## config.mk

```make
export PLATFORM = sky130hd
export DESIGN_NAME = ugrl_lookup
export DESIGN_NICKNAME = d
export VERILOG_FILES = /design/src/rtl/ugrl_pkg.sv /design/src/rtl/ugrl_glyph_mem.sv /design/src/rtl/ugrl_lookup.sv
export SDC_FILE = /design/constraint.sdc
export NUM_CORES = 1
export LEC_CHECK = 0
export BUFFER_PORTS_ARGS = -buffer_cell sky130_fd_sc_hd__buf_4
export CAP_MARGIN = 5
export CORE_MARGIN = 2
export CORE_UTILIZATION = 40
export CTS_CLUSTER_DIAMETER = 100
export DETAILED_ROUTE_END_ITERATION = 8
export SLEW_MARGIN = 20
export SYNTH_ARGS = -nofsm -noshare
export SYNTH_HDL_FRONTEND = slang
export SYNTH_SLANG_ARGS = --single-unit
```

## constraint.sdc

```tcl
create_clock -name clk_sys -period 6.4 [get_ports clk_sys]
set_clock_uncertainty 0.15 [all_clocks]
set_input_delay 0.32 -clock clk_sys [delete_from_list [all_inputs] [get_ports clk_sys]]
set_output_delay 0.32 -clock clk_sys [all_outputs]
set_load 0.02 [all_outputs]
```

## src/rtl/ugrl_pkg.sv

```systemverilog
// Purpose: shared constants for the user glyph RAM lookup block
// Assumes: 8-bit character codes, 6-bit glyph RAM address, 5-dot rows
// Notes: widths, field positions, cursor rows, dot and read data reset values and the lookup latency live here
package ugrl_pkg;
  // widths
  localparam int CODE_W = 8; // character code from display text ram
  localparam int ADDR_W = 6; // user glyph ram address width
  localparam int DATA_W = 8; // user glyph ram word width
  localparam int DOT_W = 5; // dots in one pattern row
  localparam int ROW_W = 4; // row index width, wide enough for 5x10
  localparam int DEPTH = 64; // words in the user glyph ram

  // field positions inside the character code
  localparam int CODE_SEL_LSB = 4; // bits 4..7 all zero picks the user glyph ram
  localparam int CODE_SEL_MSB = 7;

  // row numbers that carry the cursor
  localparam logic [ROW_W-1:0] CURSOR_ROW_5X8 = 4'h7; // eighth row
  localparam logic [ROW_W-1:0] CURSOR_ROW_5X10 = 4'ha; // eleventh row
  localparam logic [ROW_W-1:0] LAST_ROW_5X10 = 4'ha; // rows above this are blank

  // reset values
  localparam logic [DOT_W-1:0] DOTS_RST = 5'h00;
  localparam logic [DATA_W-1:0] RD_DATA_RST = 8'h00;

  // pipeline: one cycle ram read, one cycle output register
  localparam int LOOKUP_LATENCY = 2;
endpackage

```

## src/rtl/ugrl_glyph_mem.sv

```systemverilog
// Purpose: user glyph ram storage, one write port and one registered read port
// Assumes: single clock; read and write of one address in a cycle returns old data
// Notes: read data come straight out of a register
`timescale 1ns/1ps
module ugrl_glyph_mem #(
  parameter int ADDR_W = ugrl_pkg::ADDR_W,
  parameter int DATA_W = ugrl_pkg::DATA_W
) (
  // clock and reset
  input wire logic clk_sys,
  input wire logic reset,
  // host write port
  input wire logic wr_en,
  input wire logic [ADDR_W-1:0] wr_addr,
  input wire logic [DATA_W-1:0] wr_data,
  // scan read port
  input wire logic [ADDR_W-1:0] rd_addr,
  output logic [DATA_W-1:0] rd_data
);
  // storage array, not reset: glyph contents are up to the host
  logic [DATA_W-1:0] mem [0:(1<<ADDR_W)-1];
  logic [DATA_W-1:0] rd_data_reg;
  logic [DATA_W-1:0] rd_data_next;

  // read is always performed; old data wins on a same-address write
  always_comb
  begin
    rd_data_next = mem[rd_addr];
  end

  // array write, kept apart so the array needs no reset
  always_ff @(posedge clk_sys)
  begin
    if (wr_en)
    begin
      mem[wr_addr] <= wr_data;
    end
  end

  // read data register
  always_ff @(posedge clk_sys)
  begin
    if (reset)
    begin
      rd_data_reg <= ugrl_pkg::RD_DATA_RST;
    end
    else
    begin
      rd_data_reg <= rd_data_next;
    end
  end

  assign rd_data = rd_data_reg;
endmodule

```

## src/rtl/ugrl_lookup.sv

```systemverilog
// Purpose: turns a character code and row index into five dots of a user glyph
// Assumes: scan and host ports come from logic on clk_sys, so no synchronisers
// Notes: fixed font codes only raise a flag; the rom lookup lives elsewhere
`timescale 1ns/1ps
module ugrl_lookup (
  // clock and reset
  input wire logic clk_sys,
  input wire logic reset,
  // host glyph write port
  input wire logic glyph_wr_en,
  input wire logic [ugrl_pkg::ADDR_W-1:0] glyph_wr_addr,
  input wire logic [ugrl_pkg::DATA_W-1:0] glyph_wr_data,
  // scan request
  input wire logic scan_valid,
  input wire logic [ugrl_pkg::CODE_W-1:0] char_code,
  input wire logic [ugrl_pkg::ROW_W-1:0] row_index,
  input wire logic font_5x10,
  input wire logic cursor_here,
  // scan answer
  output logic dots_valid,
  output logic [ugrl_pkg::DOT_W-1:0] dots,
  output logic fixed_font_sel
);
  // builds the glyph ram address from code and row for either font format
  function automatic logic [ugrl_pkg::ADDR_W-1:0] glyph_addr(
    input logic [ugrl_pkg::CODE_W-1:0] code,
    input logic [ugrl_pkg::ROW_W-1:0] row,
    input logic is_5x10
  );
    logic [ugrl_pkg::ADDR_W-1:0] a;
    if (is_5x10)
    begin
      a = {code[2:1], row[3:0]};
    end
    else
    begin
      a = {code[2:0], row[2:0]};
    end
    return a;
  endfunction

  // true when this row of the format carries the cursor
  function automatic logic is_cursor_row(
    input logic [ugrl_pkg::ROW_W-1:0] row,
    input logic is_5x10
  );
    logic hit;
    if (is_5x10)
    begin
      hit = (row == ugrl_pkg::CURSOR_ROW_5X10);
    end
    else
    begin
      hit = (row[2:0] == ugrl_pkg::CURSOR_ROW_5X8[2:0]);
    end
    return hit;
  endfunction

  // ram address for the request in this cycle
  logic [ugrl_pkg::ADDR_W-1:0] ram_rd_addr;
  // word read out of the glyph ram, valid one cycle after the request
  logic [ugrl_pkg::DATA_W-1:0] ram_rd_data;

  // stage 1: request attributes held while the ram reads
  logic s1_valid_reg, s1_valid_next;
  logic s1_fixed_reg, s1_fixed_next; // code outside the user range
  logic s1_cursor_reg, s1_cursor_next; // cursor must be merged on this row
  logic s1_blank_reg, s1_blank_next; // row past the last 5x10 row
  // stage 2: registered answer
  logic dots_valid_reg, dots_valid_next;
  logic [ugrl_pkg::DOT_W-1:0] dots_reg, dots_next;
  logic fixed_reg, fixed_next;

  // address decode for the ram
  always_comb
  begin
    ram_rd_addr = glyph_addr(char_code, row_index, font_5x10);
  end

  // glyph storage; host writes go straight in, no ordering with reads
  ugrl_glyph_mem #(
    .ADDR_W(ugrl_pkg::ADDR_W),
    .DATA_W(ugrl_pkg::DATA_W)
  ) u_mem (
    .clk_sys(clk_sys),
    .reset(reset),
    .wr_en(glyph_wr_en),
    .wr_addr(glyph_wr_addr),
    .wr_data(glyph_wr_data),
    .rd_addr(ram_rd_addr),
    .rd_data(ram_rd_data)
  );

  // stage 1 next values: classify the request while the ram reads
  always_comb
  begin
    s1_valid_next = scan_valid;
    // any set bit among 7:4 sends the code to the fixed font
    s1_fixed_next = |char_code[ugrl_pkg::CODE_SEL_MSB:ugrl_pkg::CODE_SEL_LSB];
    // cursor only counts on the format's cursor row
    s1_cursor_next = cursor_here && is_cursor_row(row_index, font_5x10);
    // rows 11..15 of a 5x10 cell are don't-care in the ram, show nothing
    s1_blank_next = font_5x10 && (row_index > ugrl_pkg::LAST_ROW_5X10);
  end

  // stage 1 registers
  always_ff @(posedge clk_sys)
  begin
    if (reset)
    begin
      s1_valid_reg <= 1'b0;
      s1_fixed_reg <= 1'b0;
      s1_cursor_reg <= 1'b0;
      s1_blank_reg <= 1'b0;
    end
    else
    begin
      s1_valid_reg <= s1_valid_next;
      s1_fixed_reg <= s1_fixed_next;
      s1_cursor_reg <= s1_cursor_next;
      s1_blank_reg <= s1_blank_next;
    end
  end

  // stage 2 next values: form the dots from the ram word
  always_comb
  begin
    dots_valid_next = s1_valid_reg;
    fixed_next = s1_valid_reg && s1_fixed_reg;
    if (!s1_valid_reg || s1_fixed_reg || s1_blank_reg)
    begin
      // idle, fixed font or blank row: no user dots
      dots_next = ugrl_pkg::DOTS_RST;
    end
    else if (s1_cursor_reg)
    begin
      // stray ones written by the host on this row make no difference, all five dots light
      dots_next = ram_rd_data[ugrl_pkg::DOT_W-1:0] | {ugrl_pkg::DOT_W{1'b1}};
    end
    else
    begin
      // bits 7:5 dropped, bit 4 stays leftmost dot, a one lights
      dots_next = ram_rd_data[ugrl_pkg::DOT_W-1:0];
    end
  end

  // stage 2 registers
  always_ff @(posedge clk_sys)
  begin
    if (reset)
    begin
      dots_valid_reg <= 1'b0;
      dots_reg <= ugrl_pkg::DOTS_RST;
      fixed_reg <= 1'b0;
    end
    else
    begin
      dots_valid_reg <= dots_valid_next;
      dots_reg <= dots_next;
      fixed_reg <= fixed_next;
    end
  end

  // outputs straight from flip-flops
  assign dots_valid = dots_valid_reg;
  assign dots = dots_reg;
  assign fixed_font_sel = fixed_reg;

  // address layout in 5x8 format
  property p_addr_5x8;
    @(posedge clk_sys) disable iff (reset)
    (scan_valid && !font_5x10) |-> (ram_rd_addr == {char_code[2:0], row_index[2:0]});
  endproperty
  a_addr_5x8: assert property (p_addr_5x8) else $error("5x8 glyph address wrong");

  // address layout in 5x10 format
  property p_addr_5x10;
    @(posedge clk_sys) disable iff (reset)
    (scan_valid && font_5x10) |-> (ram_rd_addr == {char_code[2:1], row_index});
  endproperty
  a_addr_5x10: assert property (p_addr_5x10) else $error("5x10 glyph address wrong");

  // answer comes exactly two cycles after the request
  property p_latency;
    @(posedge clk_sys) disable iff (reset)
    scan_valid |-> ##2 dots_valid;
  endproperty
  a_latency: assert property (p_latency) else $error("answer not two cycles after request");

  // fixed font flag follows code bits 7:4
  property p_fixed_sel;
    @(posedge clk_sys) disable iff (reset)
    scan_valid |-> ##2 (fixed_font_sel == ($past(char_code[7:4], 2) != 4'h0));
  endproperty
  a_fixed_sel: assert property (p_fixed_sel) else $error("fixed font select wrong");

  // 5x8 cursor row with cursor present lights all dots
  property p_cursor_5x8;
    @(posedge clk_sys) disable iff (reset)
    (scan_valid && !font_5x10 && char_code[7:4] == 4'h0 && row_index[2:0] == 3'h7 && cursor_here)
      |-> ##2 (dots == 5'h1f);
  endproperty
  a_cursor_5x8: assert property (p_cursor_5x8) else $error("5x8 cursor row not lit");

  // 5x10 cursor row with cursor present lights all dots
  property p_cursor_5x10;
    @(posedge clk_sys) disable iff (reset)
    (scan_valid && font_5x10 && char_code[7:4] == 4'h0 && row_index == 4'ha && cursor_here)
      |-> ##2 (dots == 5'h1f);
  endproperty
  a_cursor_5x10: assert property (p_cursor_5x10) else $error("5x10 cursor row not lit");

  // 5x10 rows past the eleventh stay dark
  property p_blank_rows;
    @(posedge clk_sys) disable iff (reset)
    (scan_valid && font_5x10 && row_index > 4'ha) |-> ##2 (dots == 5'h00);
  endproperty
  a_blank_rows: assert property (p_blank_rows) else $error("5x10 row past eleventh shows dots");

  // ordinary 5x8 user row shows the ram bits 4:0 as read
  property p_plain_row;
    @(posedge clk_sys) disable iff (reset)
    (scan_valid && !font_5x10 && char_code[7:4] == 4'h0 && !cursor_here)
      |-> ##2 (dots == $past(ram_rd_data[4:0]));
  endproperty
  a_plain_row: assert property (p_plain_row) else $error("row dots differ from ram data");

  // fixed font codes produce no user dots
  property p_fixed_dark;
    @(posedge clk_sys) disable iff (reset)
    (scan_valid && char_code[7:4] != 4'h0) |-> ##2 (dots == 5'h00 && fixed_font_sel);
  endproperty
  a_fixed_dark: assert property (p_fixed_dark) else $error("fixed font code shows user dots");
endmodule

```

# Yosys cells after proc, flatten, opt, wreduce, memory -nomap -nowiden
# Memories as Yosys holds them, arrays and structs flattened. A register that Yosys moved wholly into a read port is not among the register bits.
# Cells that the tools add are included.
[totals] out_inout_bits=7 word_cells=24 ram_bits=512 register_bits=11 memories=1
[mem_list] memory="u_mem.mem" depth=64 width=8 read_ports=1 rd_clocked_by_memory_dff=1 write_ports=1 line="ugrl_glyph_mem.sv:21" text="logic [DATA_W-1:0] mem [0:(1<<ADDR_W)-1];"
[op_classes] mux=5 n_lt_le_gt_ge=1 n_eq_ne=2 n_reduce_logical=8
[ops] operator="5-bit 2-to-1 mux" count=1
[ops] operator="4-bit == test, second input constant" count=1
[ops] operator="4-bit greater-than comparator, second input constant" count=1
[ops] operator="4-bit 2-to-1 mux" count=1
[ops] operator="4-bit OR reduction" count=1
[ops] operator="3-bit == test, second input constant" count=1
[ops] operator="1-bit logical AND" count=3
[ops] operator="1-bit 2-to-1 mux" count=3
[ops] operator="1-bit logical OR" count=2
[ops] operator="2-bit OR reduction" count=1
[ops] operator="1-bit logical NOT" count=1

# Logic depth before layout (Yosys ltp)
[logic_depth] word_depth=4 depth_mapped=8 ltp_nobuf=5

# Modules after synthesis
# A second synthesis with hierarchy kept.
[unflattened] hier_cells=952 area_unflattened_um2=20483.4
[by_module_without_submodules] mod="ugrl_glyph_mem" area_each_um2=20120.5 cells_each=921 instances=1 seq_area_each_um2=15534.9
[by_module_without_submodules] mod="ugrl_lookup" area_each_um2=362.8 cells_each=31 instances=1 seq_area_each_um2=220.2

# Worst setup path after synthesis
# No wires, ideal clock.
[synth_path] kind="in2reg" startpoint="in row_index[0] in the netlist's numbering" endpoint="reg u_mem.rd_data_reg[4], in the netlist u_mem.rd_data[4], read port of u_mem.mem" arrival_time_ns=1.989 slack_ns=4.122 cell_stages=6 cell_sequence="buf_6 buf_4 buf_2 mux4_2 a2111oi_0 o22ai_1"
[synth_via] elab_chain_cells=1
[synth_lines] element="from (decl)" line="ugrl_lookup.sv:16" text="input wire logic [ugrl_pkg::ROW_W-1:0] row_index,"
[synth_lines] element="4-bit 2-to-1 mux" line="ugrl_lookup.sv:31" text="if (is_5x10)"
[synth_lines] element="to (decl)" line="ugrl_glyph_mem.sv:22" text="logic [DATA_W-1:0] rd_data_reg;"
# No other way between the ends.
# A chain may end at the register's enable or synchronous reset.

# Worst setup path after layout
[layout_path] startpoint="in row_index[3] in the netlist's numbering" endpoint="reg u_mem.rd_data_reg[2], in the netlist u_mem.rd_data[2], read port of u_mem.mem"
# Same word-level chain as after synthesis.

==> results by group <==
Synthesis
  – Post-synth net total: approximately 710
  – Synth top area cells: edfxtp_1 (73%), mux4_2 (14%), dfxtp_1 (2.4%)
  – Area share of the largest cell type after synthesis: 0.730
  – Cells after Synth: roughly 680
  – Mean post-synth cell area: a little under 20 um^2
  – Synthesis-stage register bit count: 336
  – Synthesized area: 13200 um^2
  – Synth cell types: 46
  – Async set-reset flop share out of synthesis: 0
  – Number of synthesized flops with an enable pin: 320
  – Syn. warnings: 0
  – Sequential share of the synthesized area: 0.755
  – Primary FF master, synth: edfxtp_1
  – Yosys top cell by area: edfxtp_1

Clock tree
  – # H-tree levels: 2
  – Worst skew pair latency: roughly 0.5 ns
  – Clock buffer depth: 3
  – Num CTS Buffers: 34
  – CTS tree: built
  – CTS clk-pin slew, worst paths: 0.06 ns
  – Clock sink count: approximately 340
  – Clock Tree Root: clkbuf_16

Final layout
  – Ant. Diodes: 0
  – Area grow syn2layout: 14.1%
  – Final Instance Count excl. Fillers: 1187
  – Nets: between 700 and 800
  – Largest register FFs: 320
  – Share of cells above drive strength 1: 0.226

Timing
  – Fin crit period: between 3 and 4 ns
  – RSZ-0062 raised after global routing: false
  – FMAX: about 0.32 GHz
  – Final Hold Viols: 0
  – Slew @ Worst Pin: 0.951 ns
  – Final setup TNS: 0 ns
  – Max-slew headroom: 0.366
  – Max Slew Vio Count: 0
  – Setup violators final: 0
  – Final period util: 0.491

Global route
  – Largest net degree at the start of global routing: 65
  – Antenna violations before repair: 0
  – Global route overflow: 0
  – Total global-route track usage: 0.174
  – Vias in the first global route: 6840
  – First-pass GRT wire length: 43500 um

Routing
  – Detailed Route WL: roughly 29000 um
  – DR WL/cell: 24.3 um
  – Routed Antenna Nets: 0
  – Avg Vias per Cell: 5.56
  – Iter 0 DRT Violations: between 700 and 800
  – DRC Markers: 0
  – Via count: 6604
  – DRT Pass-1 Iters: 7

Setup path
  – Critical Path RT: roughly 6.6 ns
  – Reg-to-Reg Start: u_mem.mem[23][2]
  – Setup crit end kind: flip-flop
  – Arr. time, crit path: ~3.4 ns
  – Crit start category: input port
  – Crit path kind: in2reg
  – Crit path from: row_index[3]
  – CP max FO: 28

Flow run
  – Max-cap check violation count: 0

Worst hold path
  – Tightest Hold Check Type: in2reg
  – Hold Startpoint: char_code[1]

Power and ir drop
  – Leakage: between 4 and 5 nW
  – VDD IR-drop max: a little over 0.2 mV
  – Total power per unit cell area: a little over 300 nW/um^2

Floorplanning
  – Die width: between 150 and 200 um
  – DIE AREA: around 34000 um^2
  – Ports: 39
  – Die Y: roughly 190 um
  – Core area: between 30000 and 40000 um^2
  – Initial Util: 0.405
  – Site Rows: between 60 and 70

Outcome
  – Outcome: complete, no violations

Place
  – GPL Wtd Cong: 0.806
  – Placed Instances: 1118
  – Final HPWL DP: ~17000 um
  – Port bufs: 34
-- area by class of cell --
class / count / area (um^2)
multi-input cells: 300 / 3040
repair buffers: 49 / 395
well taps: 442 / 553
clock inverters: 15 / 179
clock buffers: 43 / 906
fillers: 2692 / 17400
flip-flops and latches: 336 / 9930
inverters: 2 / 7.51
-- power by group --
part	internal, mW	switching (mW)
combinational	0.0915	0.151
sequential	2.43	0.00618
clock	1.16	0.787
total	3.68	0.945
-- cells by family (layout without fill, tap and decap cells) --
group | after synthesis | in the layout | synth area share
muxes | 100 | 100 | 0.153
DFF | 336 | 336 | 0.755
buffers and inverters | 39 | 109 | 0.0144
and+or+nand+nor | 161 | 161 | 0.0556
AOI/OAI and AO/OA | 39 | 39 | 0.0223
-- layer usage --
layer  wire (um)  track usage
met1       12600        0.251
met2       13800        0.279
met3        2040       0.0313
met4         425       0.0359
met5           0            0
-- Yosys cell counts (3+ instances only) --
| library cell | number |
|---|---|
| mux2i_1 | 18 |
| nor3_1 | 8 |
| edfxtp_1 | 320 |
| mux4_2 | 81 |
| a21oi_1 | 3 |
| dfxtp_1 | 16 |
| o21a_1 | 5 |
| nand3b_1 | 4 |
| buf_2 | 16 |
| nand4b_1 | 3 |
| clkbuf_1 | 15 |
| and2_1 | 6 |
| nor2_1 | 74 |
| nor2b_1 | 8 |
| a32oi_1 | 3 |
| a31oi_1 | 7 |
| nand4_1 | 5 |
| nand2_1 | 35 |
| nand3_1 | 9 |
| buf_4 | 4 |
| o21ai_0 | 3 |
-- worst max-delay path: stages --
cell and delay, ns:
dlygate4sd3_1 0.55, buf_4 0.15, mux2_2 0.61, and2_1 0.37
a221oi_1 0.72, a31oi_1 0.30, o2111a_1 0.34
-- cell usage in the layout (no fill, tap or decap), types with 2 or more instances in the layout --
cell and n:
bufinv_16 4, nand2_1 35, nand2b_1 2, a2111oi_0 2
clkbuf_1 8, nand3b_1 4, a21oi_1 3, a221oi_1 2
and2_1 6, dfxtp_1 16, a31oi_1 7, nand4b_1 3
nor2b_1 8, mux4_2 81, nor3_1 8, edfxtp_1 320
nand4_1 5, mux2i_1 17, clkbuf_16 35, o32ai_1 2
o21a_1 5, dlygate4sd3_1 11, nand3_1 9, a32oi_1 3
a22oi_1 2, o21ai_0 3, clkinv_1 6, o22ai_1 2
clkinv_2 3, nor2_1 74, buf_4 38, o2111a_1 2
-- per-stage QoR --
| stage | hold slack (ns) | worst slack (ns) | instance area, um^2 | power [mW] | util |
|---|---|---|---|---|---|
| floorplan | 0.255 | 4.12 | 13200 | 2.61 | - |
| global placement | 0.298 | 3.11 | 13800 | 2.71 | 0.426 |
| detailed placement | 0.301 | 3.11 | 13800 | 2.72 | 0.426 |
| CTS | 0.0427 | 3.41 | 15000 | 4.66 | 0.463 |
| global route | 0.0794 | 3.31 | 15000 | 4.75 | 0.463 |
| finish | 0.0707 | 3.26 | 15000 | 4.63 | 0.463 |
-- what timing repair did --
action                    in CTS  in global routing
buffers inserted               0                  0
gates resized for setup        0                  0
hold endpoints to repair       6                  0
hold buffers                  11                  0
-- path summary, 6_finish.rpt --
kind	to	depth (start not counted)	slack, ns
worst max-delay path	u_mem.rd_data[2]	7	3.26
worst min-delay path	u_mem.rd_data[0]	2	0.07
worst max register to register	u_mem.rd_data[2]	4	3.91
worst min register to register	fixed_font_sel	1	0.32
Note: power is estimated with default switching activity, not from simulation.
